<file path="config.mk">
export PLATFORM = sky130hd
export DESIGN_NAME = pdr_top
export DESIGN_NICKNAME = d
export VERILOG_FILES = /design/src/core/pdr_pkg.sv /design/src/core/pdr_top.sv
export SDC_FILE = /design/constraint.sdc
export NUM_CORES = 1
export LEC_CHECK = 0
export BUFFER_PORTS_ARGS = -buffer_cell sky130_fd_sc_hd__buf_4
export CAP_MARGIN = 20
export CORE_ASPECT_RATIO = 0.5
export CORE_MARGIN = 8
export CORE_UTILIZATION = 55
export CTS_CLUSTER_SIZE = 24
export DETAILED_ROUTE_END_ITERATION = 6
export PLACE_DENSITY = 0.77
export SYNTH_ARGS = -nofsm -noshare
export SYNTH_HDL_FRONTEND = slang
export SYNTH_SLANG_ARGS = --single-unit
</file>
<file path="constraint.sdc">
create_clock -name CLOCK -period 4 [get_ports CLOCK]
set_input_delay 0.2 -clock CLOCK [delete_from_list [all_inputs] [get_ports CLOCK]]
set_output_delay 0.2 -clock CLOCK [all_outputs]
set_load 0.05 [all_outputs]
</file>
<file path="src/core/pdr_pkg.sv">
// constants, field layouts and types of the power dip ride-through block
// assumes a 200 MHz control clock and a plain one-cycle register port
//
// Notes on behaviour
// RQ1: keep motor powered while dip within hold time
// RQ2: remove motor power once dip exceeds hold
// RQ3: drop servo ready when dip exceeds hold
// RQ4: restore motor power when main supply returns
// RQ5: control supply failure acts as normal power-off
// RQ6: undervoltage alarm during dip overrides hold time
// RQ7: bus voltage low raises warning, limits current
// RQ8: mode field off/host/drive, applied on restart
// RQ9: host applies torque limit on warning
// RQ10: host releases its limit after warning clears
// RQ11: drive mode limits torque to programmed percentage
// RQ12: drive keeps limit for release time after clear
// RQ13: configure hold time 1000 ms with dip function
// RQ14: torque limit keeps reference below acceleration torque
// RQ15: vertical axis limit not below holding torque
// RQ16: millisecond counters start, compare, clear with condition
package pdr_pkg;

  // ***********************************************************
  // register offsets
  // ***********************************************************
  localparam logic [7:0] OFS_HOLD = 8'h00;
  localparam logic [7:0] OFS_FUNC = 8'h04;
  localparam logic [7:0] OFS_TORQ = 8'h08;
  localparam logic [7:0] OFS_REL = 8'h0C;
  localparam logic [7:0] OFS_CMD = 8'h10;
  localparam logic [7:0] OFS_STAT = 8'h14;
  localparam logic [7:0] OFS_IRQ_ST = 8'h18;
  localparam logic [7:0] OFS_IRQ_MSK = 8'h1C;

  // ***********************************************************
  // field limits, reset values and positions
  // ***********************************************************
  localparam logic [15:0] HOLD_MIN = 16'h0014;
  localparam logic [15:0] HOLD_MAX = 16'hC350;
  localparam logic [15:0] HOLD_RST = 16'h0014;
  localparam logic [6:0] TORQ_MAX = 7'h64;
  localparam logic [6:0] TORQ_RST = 7'h32;
  localparam logic [9:0] REL_MAX = 10'h3E8;
  localparam logic [9:0] REL_RST = 10'h064;
  localparam int FUNC_ACT_POS = 4;
  localparam int CMD_RESTART_BIT = 0;

  localparam logic [1:0] FUNC_OFF = 2'h0;
  localparam logic [1:0] FUNC_HOST = 2'h1;
  localparam logic [1:0] FUNC_DRIVE = 2'h2;

  // interrupt status bits
  localparam int EV_DIP = 0;
  localparam int EV_EXPIRE = 1;
  localparam int EV_RECOVER = 2;
  localparam int EV_WARN = 3;
  localparam int EV_WARN_CLR = 4;
  localparam int EV_ALARM = 5;
  localparam int NUM_EV = 6;
  localparam logic [NUM_EV-1:0] MSK_RST = 6'h00;

  // ***********************************************************
  // timing
  // ***********************************************************
  localparam int ONE_MS_NS = 1_000_000;
  localparam int CLK_PERIOD_NS = 5;
  localparam int MS_CYCLES_DFLT = ONE_MS_NS / CLK_PERIOD_NS;

  // ***********************************************************
  // types
  // ***********************************************************
  typedef enum logic [1:0] {ST_RUN, ST_DIP, ST_OFF, ST_ALARM} pdr_state_t;

  typedef struct packed {
    logic [1:0] func;
    logic [6:0] torq;
    logic [9:0] rel;
    logic [15:0] hold;
  } pdr_cfg_t;

  typedef struct packed {
    logic [7:0] addr;
    logic [31:0] wdata;
    logic wr;
    logic rd;
  } pdr_bus_t;

endpackage

</file>
<file path="src/core/pdr_top.sv">
// power dip ride-through supervisor with register port and interrupt
// assumes all inputs synchronous to CLOCK and a master that never waits
//
// The register addresses and the address-and-strobe port are this design's own decisions.
`timescale 1ns/100ps
module pdr_top import pdr_pkg::*; #(
  parameter int MS_CYCLES = MS_CYCLES_DFLT,
  parameter int DIV_W = 18
) (
  input wire logic CLOCK,
  input wire logic SYS_RST,
  input wire logic [7:0] REG_ADDR,
  input wire logic [31:0] REG_WDATA,
  input wire logic REG_WR,
  input wire logic REG_RD,
  output logic [31:0] REG_RDATA,
  input wire logic MAIN_PWR_OK,
  input wire logic CTRL_PWR_FAIL,
  input wire logic DC_BUS_LOW,
  input wire logic UV_ALARM,
  input wire logic SERVO_ON_REQ,
  output logic MOTOR_POWER_EN,
  output logic SERVO_READY,
  output logic UV_WARNING,
  output logic CURRENT_LIMIT_EN,
  output logic TORQUE_LIMIT_EN,
  output logic [6:0] TORQUE_LIMIT_PCT,
  output logic IRQ
);

  localparam logic [DIV_W-1:0] DIV_LAST = DIV_W'(MS_CYCLES - 1);

  // ***********************************************************
  // register port and interrupt state
  // ***********************************************************
  pdr_bus_t bus;
  pdr_cfg_t cfg_ff, nxt_cfg;
  logic [NUM_EV-1:0] irq_st_ff, nxt_irq_st;
  logic [NUM_EV-1:0] irq_msk_ff, nxt_irq_msk;
  logic [NUM_EV-1:0] ev;
  logic [31:0] rdata_ff, nxt_rdata;
  logic restart_ff, nxt_restart;
  logic irq_ff, nxt_irq;

  // supervisory state
  pdr_state_t state_ff, nxt_state;
  logic [1:0] act_func_ff, nxt_act_func;
  logic [15:0] dip_ms_ff, nxt_dip_ms;
  logic [DIV_W-1:0] dip_pre_ff, nxt_dip_pre;
  logic [9:0] rel_ms_ff, nxt_rel_ms;
  logic [DIV_W-1:0] rel_pre_ff, nxt_rel_pre;
  logic warn_ff, nxt_warn;
  logic lim_ff, nxt_lim;
  logic motor_ff, nxt_motor;
  logic ready_ff, nxt_ready;
  logic [6:0] pct_ff, nxt_pct;

  assign bus = '{addr: REG_ADDR, wdata: REG_WDATA, wr: REG_WR, rd: REG_RD};

  always_comb begin
    nxt_cfg = cfg_ff;
    nxt_irq_msk = irq_msk_ff;
    nxt_restart = 1'b0;
    nxt_rdata = 32'h0000_0000;
    // a new event wins over a write-one clear in the same cycle
    nxt_irq_st = irq_st_ff;
    if (bus.wr && bus.addr == OFS_IRQ_ST) begin
      nxt_irq_st = irq_st_ff & ~bus.wdata[NUM_EV-1:0];
    end
    nxt_irq_st = nxt_irq_st | ev;
    if (bus.wr) begin
      unique case (bus.addr)
        OFS_HOLD: begin
          // out-of-range settings are clamped, not refused
          if (bus.wdata[15:0] < HOLD_MIN) begin
            nxt_cfg.hold = HOLD_MIN;
          end else if (bus.wdata[15:0] > HOLD_MAX) begin
            nxt_cfg.hold = HOLD_MAX;
          end else begin
            nxt_cfg.hold = bus.wdata[15:0];
          end
        end
        OFS_FUNC: begin
          // held pending until restart, see RQ8
          if (bus.wdata[1:0] <= FUNC_DRIVE) begin
            nxt_cfg.func = bus.wdata[1:0];
          end
        end
        OFS_TORQ: begin
          if (bus.wdata[6:0] > TORQ_MAX || bus.wdata[31:7] != 25'h0) begin
            nxt_cfg.torq = TORQ_MAX;
          end else begin
            nxt_cfg.torq = bus.wdata[6:0];
          end
        end
        OFS_REL: begin
          if (bus.wdata[9:0] > REL_MAX || bus.wdata[31:10] != 22'h0) begin
            nxt_cfg.rel = REL_MAX;
          end else begin
            nxt_cfg.rel = bus.wdata[9:0];
          end
        end
        OFS_CMD: nxt_restart = bus.wdata[CMD_RESTART_BIT];
        OFS_IRQ_MSK: nxt_irq_msk = bus.wdata[NUM_EV-1:0];
        default: ;
      endcase
    end
    if (bus.rd) begin
      unique case (bus.addr)
        OFS_HOLD: nxt_rdata = {16'h0000, cfg_ff.hold};
        OFS_FUNC: begin
          nxt_rdata = {30'h0, cfg_ff.func};
          nxt_rdata[FUNC_ACT_POS +: 2] = act_func_ff;
        end
        OFS_TORQ: nxt_rdata = {25'h0, cfg_ff.torq};
        OFS_REL: nxt_rdata = {22'h0, cfg_ff.rel};
        OFS_STAT: nxt_rdata = {26'h0, lim_ff, warn_ff, ready_ff, motor_ff,
                               state_ff};
        OFS_IRQ_ST: nxt_rdata = {26'h0, irq_st_ff};
        OFS_IRQ_MSK: nxt_rdata = {26'h0, irq_msk_ff};
        default: nxt_rdata = 32'h0000_0000;
      endcase
    end
    nxt_irq = |(nxt_irq_st & nxt_irq_msk);
  end

  always_ff @(posedge CLOCK) begin
    if (SYS_RST) begin
      cfg_ff <= '{func: FUNC_OFF, torq: TORQ_RST, rel: REL_RST,
                  hold: HOLD_RST};
      irq_st_ff <= 6'h00;
      irq_msk_ff <= MSK_RST;
      rdata_ff <= 32'h0000_0000;
      restart_ff <= 1'b0;
      irq_ff <= 1'b0;
    end else begin
      cfg_ff <= nxt_cfg;
      irq_st_ff <= nxt_irq_st;
      irq_msk_ff <= nxt_irq_msk;
      rdata_ff <= nxt_rdata;
      restart_ff <= nxt_restart;
      irq_ff <= nxt_irq;
    end
  end

  // ***********************************************************
  // supervisory state machine and millisecond timers
  // ***********************************************************
  always_comb begin
    nxt_state = state_ff;
    nxt_act_func = act_func_ff;
    nxt_dip_ms = dip_ms_ff;
    nxt_dip_pre = dip_pre_ff;
    nxt_rel_ms = rel_ms_ff;
    nxt_rel_pre = rel_pre_ff;
    nxt_lim = lim_ff;
    ev = 6'h00;
    unique case (state_ff)
      ST_RUN: begin
        if (UV_ALARM) begin
          nxt_state = ST_ALARM;
        end else if (!MAIN_PWR_OK) begin
          nxt_state = ST_DIP;
          ev[EV_DIP] = 1'b1;
        end
      end
      ST_DIP: begin
        if (UV_ALARM) begin
          nxt_state = ST_ALARM; // see RQ6
        end else if (MAIN_PWR_OK) begin
          nxt_state = ST_RUN; // see RQ1
          ev[EV_RECOVER] = 1'b1;
        end else if (dip_ms_ff > cfg_ff.hold) begin
          nxt_state = ST_OFF; // see RQ2
          ev[EV_EXPIRE] = 1'b1;
        end
      end
      ST_OFF: begin
        if (UV_ALARM) begin
          nxt_state = ST_ALARM;
        end else if (MAIN_PWR_OK && !CTRL_PWR_FAIL) begin
          nxt_state = ST_RUN; // see RQ4
          ev[EV_RECOVER] = 1'b1;
        end
      end
      ST_ALARM: ;
    endcase
    // the alarm is latched until a restart clears it
    if (restart_ff) begin
      nxt_state = MAIN_PWR_OK ? ST_RUN : ST_OFF;
      nxt_act_func = cfg_ff.func; // see RQ8
    end
    // lost control supply behaves as a normal power-off
    if (CTRL_PWR_FAIL && state_ff != ST_ALARM) begin
      nxt_state = ST_OFF; // see RQ5
    end
    if (nxt_state == ST_ALARM && state_ff != ST_ALARM) begin
      ev[EV_ALARM] = 1'b1;
    end
    // interruption timer runs only inside the dip, see RQ16
    if (state_ff == ST_DIP && nxt_state == ST_DIP) begin
      if (dip_pre_ff == DIV_LAST) begin
        nxt_dip_pre = '0;
        nxt_dip_ms = dip_ms_ff + 16'h0001;
      end else begin
        nxt_dip_pre = dip_pre_ff + 1'b1;
      end
    end else begin
      nxt_dip_pre = '0;
      nxt_dip_ms = 16'h0000;
    end
    // warning and current limit only when detection is on, see RQ7
    nxt_warn = (act_func_ff != FUNC_OFF) && DC_BUS_LOW;
    if (nxt_warn && !warn_ff) begin
      ev[EV_WARN] = 1'b1;
    end
    if (!nxt_warn && warn_ff) begin
      ev[EV_WARN_CLR] = 1'b1;
    end
    // in host mode the host does the torque limiting itself
    if (act_func_ff != FUNC_DRIVE) begin
      nxt_lim = 1'b0;
      nxt_rel_ms = 10'h000;
      nxt_rel_pre = '0;
    end else if (warn_ff) begin
      nxt_lim = 1'b1; // see RQ11
      nxt_rel_ms = 10'h000;
      nxt_rel_pre = '0;
    end else if (lim_ff) begin
      if (rel_ms_ff >= cfg_ff.rel) begin
        nxt_lim = 1'b0; // see RQ12
        nxt_rel_ms = 10'h000;
        nxt_rel_pre = '0;
      end else if (rel_pre_ff == DIV_LAST) begin
        nxt_rel_pre = '0;
        nxt_rel_ms = rel_ms_ff + 10'h001; // see RQ16
      end else begin
        nxt_rel_pre = rel_pre_ff + 1'b1;
      end
    end
    nxt_ready = (nxt_state == ST_RUN) || (nxt_state == ST_DIP); // see RQ3
    nxt_motor = SERVO_ON_REQ && nxt_ready;
    // clamped at write, so the limit never exceeds rated torque
    nxt_pct = cfg_ff.torq; // see RQ14
  end

  always_ff @(posedge CLOCK) begin
    if (SYS_RST) begin
      state_ff <= ST_RUN;
      act_func_ff <= FUNC_OFF;
      dip_ms_ff <= 16'h0000;
      dip_pre_ff <= '0;
      rel_ms_ff <= 10'h000;
      rel_pre_ff <= '0;
      warn_ff <= 1'b0;
      lim_ff <= 1'b0;
      motor_ff <= 1'b0;
      ready_ff <= 1'b0;
      pct_ff <= TORQ_RST;
    end else begin
      state_ff <= nxt_state;
      act_func_ff <= nxt_act_func;
      dip_ms_ff <= nxt_dip_ms;
      dip_pre_ff <= nxt_dip_pre;
      rel_ms_ff <= nxt_rel_ms;
      rel_pre_ff <= nxt_rel_pre;
      warn_ff <= nxt_warn;
      lim_ff <= nxt_lim;
      motor_ff <= nxt_motor;
      ready_ff <= nxt_ready;
      pct_ff <= nxt_pct;
    end
  end

  assign REG_RDATA = rdata_ff;
  assign MOTOR_POWER_EN = motor_ff;
  assign SERVO_READY = ready_ff;
  assign UV_WARNING = warn_ff;
  assign CURRENT_LIMIT_EN = warn_ff;
  assign TORQUE_LIMIT_EN = lim_ff;
  assign TORQUE_LIMIT_PCT = pct_ff;
  assign IRQ = irq_ff;
endmodule

</file>
* Word level (Yosys, flattened, before mapping)
Cells that the tools add are included.
** Storage, ports and cells
- Bits in registers :: 158
- Output and inout bits :: 45
- Input port bits :: 49
** Cells by class
- Equal/unequal tests :: 15
- Add/subtract/negate cells :: 4
- Bitwise gates (word level) :: 8
- Magnitude comparators :: 7
- Reductions and logical operators :: 34
- Mux-type cells :: 40
** Operators with widths (number)
- 16-bit case mux with 7 select lines :: 1
- 18-bit by 1-bit adder with 18-bit output, second input constant :: 2
- 18-bit == test, second input constant :: 2
- 18-bit 2-to-1 mux :: 2
- 8-bit by 5-bit == test with 1-bit output, second input constant :: 4
- 16-bit 2-to-1 mux :: 2
- 10-bit 2-to-1 mux :: 3
- 25-bit nonzero test :: 1
- 2-bit 2-to-1 mux :: 11
- 22-bit nonzero test :: 1
- 6-bit 2-to-1 mux :: 3
- 16-bit by 1-bit adder with 16-bit output, second input constant :: 1
- 8-bit by 4-bit == test with 1-bit output, second input constant :: 2
- 16-bit greater-than comparator :: 1
- 16-bit greater-than comparator, second input constant :: 1
- 16-bit by 5-bit < comparator with 1-bit output, second input constant :: 1
- 1-bit 2-to-1 mux :: 15
- 6-bit AND :: 2
- 10-bit by 1-bit adder with 10-bit output, second input constant :: 1
- 10-bit >= comparator :: 1
- 10-bit greater-than comparator, second input constant :: 1
- 1-bit logical AND :: 9
- 3-bit OR reduction :: 3
- 8-bit by 3-bit == test with 1-bit output, second input constant :: 1
- 20 further kinds :: 37

* Longest topological paths before layout
Gate-level depths: netlist of the first run.
- Depth after elaboration :: 13
- Mapped depth :: 11
- Gate-level depth less buffers :: 9

* Worst setup path after synthesis of the first run
No wires, ideal clock.
- Path type :: register to register
- From :: reg state_ff[0]
- To :: reg dip_pre_ff[11]
- Period minus slack after synthesis :: 2.475 ns
- Stages on the path, launching flop included :: 12
- Library setup time :: 0.073 ns
- Path slack :: 1.525 ns
- Data required time :: 3.927 ns
- Path buffers :: 2
- Arrival :: 2.402 ns
- Path through :: dfxtp_1 inv_1 ha_1 or3b_1 a21oi_1 o22ai_1 a21oi_1 o41ai_1 or4b_1 buf_2 buf_6 nor3_2
** Between the ends
- Longest elaborated chain between the ends :: 10
** RTL lines
- start: declaration :: RTL line pdr_top.sv:46 : pdr_state_t state_ff, nxt_state;
- start signal: assignment :: RTL line pdr_top.sv:261 : state_ff <= nxt_state;
- 2-bit 2-to-1 mux :: RTL line pdr_top.sv:173 : end else if (dip_ms_ff > cfg_ff.hold) begin
- 2-bit 2-to-1 mux :: RTL line pdr_top.sv:170 : end else if (MAIN_PWR_OK) begin
- 2-bit 2-to-1 mux :: RTL line pdr_top.sv:168 : if (UV_ALARM) begin
- 2-bit case mux with 3 select lines :: RTL line pdr_top.sv:158 : unique case (state_ff)
- 2-bit 2-to-1 mux :: RTL line pdr_top.sv:189 : if (restart_ff) begin
- 2-bit 2-to-1 mux :: RTL line pdr_top.sv:194 : if (CTRL_PWR_FAIL && state_ff != ST_ALARM) begin
- 2-bit by 1-bit == test with 1-bit output :: RTL line pdr_top.sv:201 : if (state_ff == ST_DIP && nxt_state == ST_DIP) begin
- 1-bit logical AND (*) :: RTL line pdr_top.sv:201
- 1-bit inverter (no line) (*)
- 3-bit OR reduction (no line) (*)
- end signal: assignment :: RTL line pdr_top.sv:264 : dip_pre_ff <= nxt_dip_pre;
- end: declaration :: RTL line pdr_top.sv:49 : logic [DIV_W-1:0] dip_pre_ff, nxt_dip_pre;
Every way passes the cells marked *; elsewhere a longest branch is shown, timed or not.
A chain may end at the register's enable or synchronous reset.

* Final worst setup path of the first run
- From :: reg cfg_ff[5] (netlist name)
- To :: reg dip_pre_ff[17]
** Between the ends
- Longest elaborated chain between the ends :: 11
** RTL lines
- start: declaration :: RTL line pdr_top.sv:37 : pdr_cfg_t cfg_ff, nxt_cfg;
- start signal: assignment :: RTL line pdr_top.sv:129 : cfg_ff <= '{func: FUNC_OFF, torq: TORQ_RST, rel: REL_RST,
- start signal: assignment :: RTL line pdr_top.sv:137 : cfg_ff <= nxt_cfg;
- 16-bit greater-than comparator :: RTL line pdr_top.sv:173
- 2-bit 2-to-1 mux :: RTL line pdr_top.sv:173
- 2-bit 2-to-1 mux :: RTL line pdr_top.sv:170
- 2-bit 2-to-1 mux :: RTL line pdr_top.sv:168
- 2-bit case mux with 3 select lines :: RTL line pdr_top.sv:158
- 2-bit 2-to-1 mux :: RTL line pdr_top.sv:189
- 2-bit 2-to-1 mux :: RTL line pdr_top.sv:194
- 2-bit by 1-bit == test with 1-bit output :: RTL line pdr_top.sv:201
- 1-bit logical AND :: RTL line pdr_top.sv:201
- 1-bit inverter (no line)
- 3-bit OR reduction (no line)
No other way between the ends.

==> summary.txt, run 1 <==
Pwr
  – Leak: 3.06 nW
  – Pwr Density: 408 mW/mm²
  – Sequential fraction of design power: 43.0%
  – Combinational power share: 5.2%
  – Clock power frac: 51.8%
  – Psw: 769 µW
  – Sw Ratio: 23.2%
  – Internal power: 2.55 mW
  – Worst VDD drop: 0.242 mV

CTS
  – Root Buffer: clkbuf_16
  – CTS Buffer Depth: 2
  – Sink Count: 142
  – Inserted Clock Buffers: 17
  – CTS tree: yes
  – Hold Buf Count CTS: 1
  – Clock Latency Late Sink: 420 ps
  – Post-CTS sizing: 0
  – Worst-path clk slew: 60 ps
  – Post-CTS Repair Setup Buffers: 0
  – H-tree levels: 4

Placed design
  – PortBufs: 77
  – Post-DP HPWL: 12,500 µm
  – RePlAce Congestion: 0.965
  – Placement Cell Area: 0.00747 mm²
  – Post-placement cell count: 1,015

Cells and area
  – Commonest non-fill, non-tap cell in the layout: dfxtp_1
  – Commonest cells after routing, fill and taps aside: dfxtp_1, nor2_1, buf_4
  – Layout cells sized above 1: 14.8%
  – Post-Layout Cell Count: 1,049
  – Area grow syn2layout: 18.6%
  – Design area: 0.00814 mm²
  – Final #Nets: 954
  – Number of diodes: 0

Flow run
  – Max-cap violations: 0

Floorplan
  – Chip height: 95.0 µm
  – Die area: 0.0165 mm²
  – Row cnt: 28
  – Initial Util: 57.3%
  – Die width: 174 µm
  – CORE AREA: 0.0120 mm²
  – Number of top-level pins: 94

Logic synthesis
  – Synth Instances: 803
  – #FFs+latches synth: 142
  – Syn Area/Cell: 8.55 µm²
  – Post-synth top area share: 41.4%
  – Area contributors post-synth: dfxtp_1, nor2_1, ha_1
  – Number of synthesized flops with an enable pin: 0
  – Post-Syn Area: 0.00686 mm²
  – Ys async rst share: 0%
  – Cell variety after synth: 59
  – Predominant post-synthesis flop cell: dfxtp_1
  – Sequential element share of the synthesized area: 41.4%
  – Synth area leader: dfxtp_1
  – YS warnings: 0

Drt
  – Met1 WL: 7590 µm
  – Met2 wire len: 8580 µm
  – Post-route antenna net violation count: 0
  – DR pass1 iterations: 6
  – Initial DRC count: 513
  – Vias per cell: 5.74
  – Final WL: 17,800 µm
  – Routed via count: 6,018
  – Top Layer Used: met4
  – Met3 wire length: 1300 µm
  – DR DRC count: 0
  – Wire per inst: 16.9 µm

Timing
  – Final setup fails: 0
  – Final hold slack: 39.0 ps
  – Fin. max-slew vios: 0
  – Worst slew pin tran: 856 ps
  – Final cycle utilization of the critical path: 79.1%
  – Setup TNS Final: 0 ps
  – Tmin final: 3170 ps
  – FMAX: 316 MHz
  – Slew HR: 42.5%
  – Final Hold Vio Count: 0
  – RSZ-0062 raised after global routing: no
  – Clk_skew: 10.0 ps

Setup path
  – Setup crit end kind: register
  – Worst-path fanout max: 20
  – Slowest CP cell: or4b_1
  – Crit path DAT: 3510 ps
  – Most used cell, CP: a21oi_1
  – CP Cell Sequence: inv_1 -> ha_1 -> a211o_1 -> a21oi_1 -> o211ai_1 -> a21oi_1 -> o41ai_1 -> or4b_1 -> buf_8 -> nor3_1
  – CP Launch Type: register
  – Critical Path RT: 4340 ps
  – Setup Crit Path Kind: reg -> reg
  – Crit-path max cell delay: 800 ps

Worst hold path
  – Min-delay worst type: in -> reg

Global routing
  – First-pass GRT wire length: 28,500 µm
  – GRT overflow: 0
  – GRT Util Overall: 21.0%
  – Antenna violations before repair: 0
  – Vias in the first global route: 5,792
  – Largest net degree at the start of global routing: 66

Status
  – Status: finished clean
## power groups by stage
stage	logic [mW]	registers [mW]	clock network, mW
final	0.173	1.43	1.72
after global routing	0.184	1.43	1.80
after CTS	0.169	1.43	1.73
after detailed placement	0.167	1.46	0
after global placement	0.165	1.46	0
after floorplan	0.110	1.46	0
## per-stage QoR
step	setup slack (ps)	utilization (%)	total power [mW]
after CTS	681	67.8	3.33
after floorplan	1530	-	1.57
after global placement	944	62.4	1.62
final	835	68.0	3.32
after detailed placement	786	62.4	1.63
after global routing	662	68.0	3.41
## critical path, delay by kind of cell, from the launching register on
family | cells | cell delay [ps]
buf+inv | 2 | 340
flops | 1 | 370
simple gates | 2 | 970
fa+ha+maj | 1 | 330
compound gates | 5 | 1070
## per-layer routing
| layer | vias up | global-route usage (%) |
|---|---|---|
| met4 | 0 | 8.20 |
| met1 | 2814 | 25.8 |
| li1 | 2949 | - |
| met2 | 221 | 36.1 |
| met5 | - | 0 |
| met3 | 34 | 4.70 |
## flip-flops by register name, summed over array words and instances, names as in the netlist, 2 cells and up
name / count
rel_pre_ff: 18
state_ff: 2
nxt_pct: 7
irq_st_ff: 6
rel_ms_ff: 10
cfg_ff: 28
TORQUE_LIMIT_PCT: 7
dip_ms_ff: 16
REG_RDATA: 16
dip_pre_ff: 18
act_func_ff: 2
irq_msk_ff: 6
## area by class of cell
| class | count | area, µm² |
|---|---|---|
| repair buffers | 84 | 641 |
| clock buffers | 18 | 439 |
| multi-input cells | 580 | 3640 |
| flip-flops and latches | 142 | 2840 |
| clock inverters | 14 | 205 |
| well taps | 165 | 206 |
| inverters | 46 | 173 |
| fillers | 958 | 3840 |
## Yosys cell counts, drive strengths merged (9+ instances only)
library cell  instances
nor2b                10
a21oi                35
nand3                22
buf                  26
nor3                 23
nand2b                9
ha                   34
mux2i                11
a211oi                9
inv                  46
clkbuf               24
o21ai                16
nand4                22
nand2                51
nor4                 11
xor2                 24
a22oi                33
and3                 19
dfxtp               142
xnor2                22
nor2                121
## final timing paths
kind                      startpoint                         to  slack, ps  cells past startpoint
max           cfg_ff[5]$_SDFFE_PP0P_  dip_pre_ff[17]$_SDFF_PP0_        830                     10
min                    REG_WDATA[10]    cfg_ff[10]$_SDFFE_PP0P_         40                      3
max reg2reg   cfg_ff[5]$_SDFFE_PP0P_  dip_pre_ff[17]$_SDFF_PP0_        830                     10
min reg2reg  cfg_ff[14]$_SDFFE_PP0P_    cfg_ff[14]$_SDFFE_PP0P_        480                      2
## cells by family (layout without fill, tap and decap cells)
group,count (synthesis),count (layout),synth area share (%)
AO/OA/AOI/OAI,139,139,13.7
XOR/XNOR,46,46,5.87
adder cells (fa/ha/maj),35,35,6.34
buffers and inverters,96,162,6.43
flip-flops,142,142,41.4
multiplexers,11,11,1.60
other,1,16,0.0546
AND/OR/NAND/NOR,333,333,24.6
(Power assumes the default switching activity.)
==> run 2: changes to the inputs <==
==> constraint.sdc (replaced) <==
create_clock -name CLOCK -period 3.09 [get_ports CLOCK]
set_input_delay 0.1545 -clock CLOCK [delete_from_list [all_inputs] [get_ports CLOCK]]
set_output_delay 0.1545 -clock CLOCK [all_outputs]
set_load 0.05 [all_outputs]
==> summary.txt, run 2 (synthesis gave the netlist of run 1 again) <==
Setup path
  – Critical path depth: 10
  – Crit path max-delay family: simple AND/OR/NAND/NOR gates
  – Critical Path RT: 3420 ps
  – Slowest CP cell: or4b_1
  – Setup Crit Path Kind: reg -> reg
  – Crit path DAT: 3110 ps
  – CP Cell Sequence: inv_1 -> ha_1 -> or3b_1 -> a21oi_1 -> o22ai_1 -> a21oi_1 -> o41ai_1 -> or4b_1 -> buf_4 -> nor3b_1
  – CP Launch Type: register
  – Setup crit end kind: register
  – R2R depth: 10
  – Buf+Inv Stages, Crit Path: 2
  – Most used cell, CP: a21oi_1
  – Worst-path fanout max: 34
  – Crit-path max cell delay: 490 ps

Pwr
  – Combinational power share: 5.2%
  – Worst VDD drop: 0.280 mV
  – Sw Ratio: 21.5%
  – Clock power frac: 51.6%
  – Sequential fraction of design power: 43.1%
  – Pwr Density: 523 mW/mm²
  – Psw: 921 µW
  – Leak: 3.09 nW
  – Internal power: 3.37 mW

Timing
  – Setup TNS Final: 0 ps
  – Worst slew pin tran: 657 ps
  – FMAX: 360 MHz
  – Slew HR: 56.1%
  – Final Hold Vio Count: 0
  – Final cycle utilization of the critical path: 89.9%
  – Tmin final: 2780 ps
  – RSZ-0062 raised after global routing: no
  – Final setup fails: 0
  – Fin. max-slew vios: 0
  – Clk_skew: 8.41 ps

Drt
  – Met2 wire len: 8610 µm
  – Post-route antenna net violation count: 0
  – Routed via count: 6,062
  – Met3 wire length: 1420 µm
  – Final WL: 17,800 µm
  – Wire per inst: 16.8 µm
  – Vias per cell: 5.75
  – Initial DRC count: 527
  – DR pass1 iterations: 5
  – Top Layer Used: met4
  – DR DRC count: 0
  – Met1 WL: 7520 µm

CTS
  – Post-CTS Repair Setup Buffers: 0
  – Sink Count: 142
  – CTS Buffer Depth: 2
  – Inserted Clock Buffers: 17
  – Post-CTS sizing: 0
  – Root Buffer: clkbuf_16
  – Clock Latency Late Sink: 410 ps
  – Hold Buf Count CTS: 3
  – H-tree levels: 4
  – Worst-path clk slew: 60 ps
  – CTS tree: yes

Global routing
  – GRT overflow: 0
  – Antenna violations before repair: 0
  – Vias in the first global route: 5,957
  – First-pass GRT wire length: 28,900 µm
  – GRT Util Overall: 21.3%
  – Largest net degree at the start of global routing: 65

Placed design
  – Post-DP HPWL: 12,700 µm
  – Post-placement cell count: 1,022
  – RePlAce Congestion: 0.952
  – PortBufs: 77

Cells and area
  – Commonest non-fill, non-tap cell in the layout: dfxtp_1
  – Largest register by flop count: cfg_ff
  – Top Registers: cfg_ff x28, dip_pre_ff x18, rel_pre_ff x18
  – Area grow syn2layout: 19.3%
  – Commonest cells after routing, fill and taps aside: dfxtp_1, nor2_1, buf_4
  – Post-Layout Cell Count: 1,055
  – Max FFs per register: 28
  – Layout cells sized above 1: 14.9%
  – Final #Nets: 962
  – Number of diodes: 0

Floorplan
  – Initial Util: 57.3%
  – CORE AREA: 0.0120 mm²
  – Die area: 0.0165 mm²
  – Chip height: 95.0 µm
  – Die width: 174 µm
  – Number of top-level pins: 94
  – Row cnt: 28

Worst hold path
  – Min-delay worst type: in -> reg
  – Hold Path Stages: 3

Flow run
  – Max-cap violations: 0

Status
  – Status: finished clean
run 2: cell types whose count changed in the layout (fill, tap and decap cells not counted), sizes merged:
cell | before | now
dlygate4sd3 | 1 | 3
clkinv | 4 | 2
clkbuf | 18 | 20
bufinv | 4 | 5
buf | 83 | 89
inv | 50 | 47
run 2: final timing paths:
path | start | endpoint | slack, ps
setup reg to reg | state_ff[0]$_SDFF_PP0_ | dip_pre_ff[5]$_SDFF_PP0_ | 310
hold reg to reg | cfg_ff[14]$_SDFFE_PP0P_ | cfg_ff[14]$_SDFFE_PP0P_ | 480
hold / removal | REG_WDATA[11] | cfg_ff[11]$_SDFFE_PP0P_ | 30
setup / recovery | state_ff[0]$_SDFF_PP0_ | dip_pre_ff[5]$_SDFF_PP0_ | 310
run 2: power groups by stage:
stage | Combinational, mW | Sequential (mW) | Clock (mW)
6_report | 0.225 | 1.85 | 2.21
5_1_grt | 0.239 | 1.85 | 2.31
4_1_cts | 0.220 | 1.85 | 2.23
3_5_place_dp | 0.216 | 1.89 | 0
3_3_place_gp | 0.215 | 1.89 | 0
2_1_floorplan | 0.142 | 1.89 | 0
run 2: worst register-to-register path, stage by stage (launching register included):
cell and delay, ps:
dfxtp_1 470, inv_1 100, ha_1 270, or3b_1 360
a21oi_1 150, o22ai_1 90, a21oi_1 150, o41ai_1 140
or4b_1 490, buf_4 260, nor3b_1 220
run 2: area by class of cell:
type	instances	area (µm²)
Inverter	46	173
Clock buffer	20	447
Clock inverter	10	188
Fill cell	926	3790
Multi-Input combinational cell	580	3640
Sequential cell	142	2840
Tap cell	165	206
Timing Repair Buffer	92	698
run 2: per-stage QoR:
step	power (mW)	hold WS (ps)	cell area, µm²	utilization (%)	setup WS, ps
2_1_floorplan	2.03	276	6920	-	615
3_3_place_gp	2.10	362	7530	62.8	462
3_5_place_dp	2.11	380	7530	62.8	325
4_1_cts	4.30	26.4	8190	68.4	320
5_1_grt	4.40	40.3	8190	68.4	53.6
6_report	4.29	27.0	8190	68.4	312
run 2: routing by layer:
layer	global-route usage [%]	vias to the layer above
met5	0	-
met4	6.43	0
met3	5.85	23
met2	37.1	228
met1	25.7	2840
li1	-	2971
==> run 3: changes to the inputs <==
--- a/config.mk
+++ b/config.mk
@@ -10,6 +10,7 @@
 export CORE_ASPECT_RATIO = 0.5
 export CORE_MARGIN = 8
 export CORE_UTILIZATION = 55
+export CTS_BUF_LIST = sky130_fd_sc_hd__clkbuf_16
 export CTS_CLUSTER_SIZE = 24
 export DETAILED_ROUTE_END_ITERATION = 6
 export PLACE_DENSITY = 0.77
==> summary.txt, run 3 (synthesis gave the netlist of run 1 again) <==
Cells and area
  – Final #Nets: 962
  – Commonest cells after routing, fill and taps aside: dfxtp_1, nor2_1, buf_4
  – Layout cells sized above 1: 14.8%
  – Filler cell count in the final layout: 922
  – Commonest non-fill, non-tap cell in the layout: dfxtp_1
  – Number of diodes: 0
  – Largest register by flop count: cfg_ff
  – Area grow syn2layout: 19.2%
  – Max FFs per register: 28
  – Top Registers: cfg_ff x28, dip_pre_ff x18, rel_pre_ff x18

Drt
  – Post-route antenna net violation count: 0
  – Initial DRC count: 517
  – Final WL: 17,800 µm
  – DR DRC count: 2
  – Routed via count: 6,041
  – Vias per cell: 5.73
  – Wire per inst: 16.9 µm
  – DR pass1 iterations: 7

Setup path
  – R2R depth: 10
  – Setup Crit Path Kind: reg -> reg
  – Worst reg-to-reg setup slack: 310 ps
  – Crit path DAT: 3120 ps
  – Worst r2r src: state_ff[0]$_SDFF_PP0_
  – Worst-path fanout max: 34
  – CP Launch Type: register
  – FF-to-FF End: dip_pre_ff[5]$_SDFF_PP0_
  – Critical Path RT: 3420 ps
  – Setup crit end kind: register

Global routing
  – Busiest grt layer: met2
  – Largest net degree at the start of global routing: 65
  – Antenna violations before repair: 0
  – Met3 Use GR: 5.85%
  – GRT overflow: 0
  – First-pass GRT wire length: 28,900 µm
  – Met1 Resource Use GR: 25.7%
  – Vias in the first global route: 5,965
  – GRT Util Overall: 21.3%
  – Met2 Track Usage GR: 37.2%

CTS
  – Post-CTS sizing: 0
  – CTS Buffer Depth: 2
  – Inserted Clock Buffers: 17
  – Worst-path clk slew: 60 ps
  – H-tree levels: 4
  – Root Buffer: clkbuf_16
  – Sink Count: 142
  – CTS tree: yes
  – Clock Latency Late Sink: 410 ps

Pwr
  – Final total power: 4.26 mW
  – Psw: 923 µW
  – Worst VDD drop: 0.281 mV
  – Clock power frac: 51.3%
  – Pwr Density: 520 mW/mm²
  – Sequential fraction of design power: 43.4%
  – Internal power: 3.33 mW
  – Leak: 3.09 nW
  – Combinational power share: 5.3%
  – Sw Ratio: 21.7%

Timing
  – Tmin final: 2780 ps
  – RSZ-0062 raised after global routing: no
  – Final Hold Vio Count: 0
  – Fin. max-slew vios: 0
  – Final setup fails: 0
  – Setup TNS Final: 0 ps
  – FMAX: 359 MHz
  – Final cycle utilization of the critical path: 90.1%
  – Slew HR: 56.3%
  – Worst slew pin tran: 656 ps
  – Clk_skew: 9.03 ps

Floorplan
  – Chip height: 95.0 µm
  – Number of top-level pins: 94
  – Die area: 0.0165 mm²
  – Row cnt: 28
  – Die width: 174 µm
  – CORE AREA: 0.0120 mm²
  – Initial Util: 57.3%

Status
  – Status: complete, but fails checks
  – Failing checks: DRC

Worst hold path
  – Hold path endpoint: cfg_ff[11]$_SDFFE_PP0P_
  – Min-delay worst type: in -> reg
  – Hold Startpoint: REG_WDATA[11]
  – Hold Path Stages: 3

Placed design
  – Post-DP HPWL: 12,700 µm
  – RePlAce Congestion: 0.952
  – PortBufs: 77

Flow run
  – Max-cap violations: 0
run 3: worst max path at each step:
stage                                  from                   endpoint  slack, ps
floorplan            state_ff[0]$_SDFF_PP0_  dip_pre_ff[11]$_SDFF_PP0_        620
global placement     cfg_ff[5]$_SDFFE_PP0P_   dip_pre_ff[5]$_SDFF_PP0_        460
detailed placement   state_ff[0]$_SDFF_PP0_   dip_pre_ff[5]$_SDFF_PP0_        320
CTS                  state_ff[0]$_SDFF_PP0_   dip_pre_ff[5]$_SDFF_PP0_        320
global route        cfg_ff[15]$_SDFFE_PP0P_  dip_pre_ff[10]$_SDFF_PP0_         50
finish               state_ff[0]$_SDFF_PP0_   dip_pre_ff[5]$_SDFF_PP0_        310
run 3: cell type report:
class,count,area (µm²),area share [%]
Sequential cell,142,2840,34.8
Timing Repair Buffer,92,698,8.53
Tap cell,165,206,2.52
Multi-Input combinational cell,580,3640,44.4
Clock buffer,17,425,5.20
Clock inverter,13,199,2.43
Inverter,46,173,2.11
run 3: power groups by stage:
| stage | sequential (mW) | clock [mW] | combinational, mW |
|---|---|---|---|
| 2_1_floorplan | 1.89 | 0 | 0.142 |
| 3_3_place_gp | 1.89 | 0 | 0.215 |
| 4_1_cts | 1.85 | 2.20 | 0.220 |
| 6_report | 1.85 | 2.18 | 0.225 |
| 5_1_grt | 1.85 | 2.28 | 0.239 |
| 3_5_place_dp | 1.89 | 0 | 0.216 |
run 3: worst max-delay path, cell delays in order, from the launching register on:
cell and delay [ps]:
dfxtp_1 480, inv_1 110, ha_1 270, or3b_1 360, a21oi_1 150, o22ai_1 80, a21oi_1 150, o41ai_1 140
or4b_1 490, buf_4 260, nor3b_1 210
run 3: layer usage:
metal	wire [µm]	vias up
li1	-	2969
met1	7580	2826
met2	8660	217
met3	1350	29
met4	223	0
met5	0	-
run 3: repair_timing:
action | in CTS | in global routing
hold buffers | 3 | 0
endpoints found under the hold margin | 3 | 0
buffers inserted | 0 | 0
run 3: stage by stage:
stage | std cells | utilization (%) | setup WS, ps | area (µm²) | hold slack [ps]
floorplan | 818 | - | 615 | 6920 | 276
global placement | 1022 | 62.8 | 462 | 7530 | 362
detailed placement | 1022 | 62.8 | 325 | 7530 | 380
CTS | 1055 | 68.3 | 320 | 8180 | 28.2
global route | 1055 | 68.3 | 53.6 | 8180 | 41.0
finish | 1055 | 68.3 | 306 | 8180 | 26.6
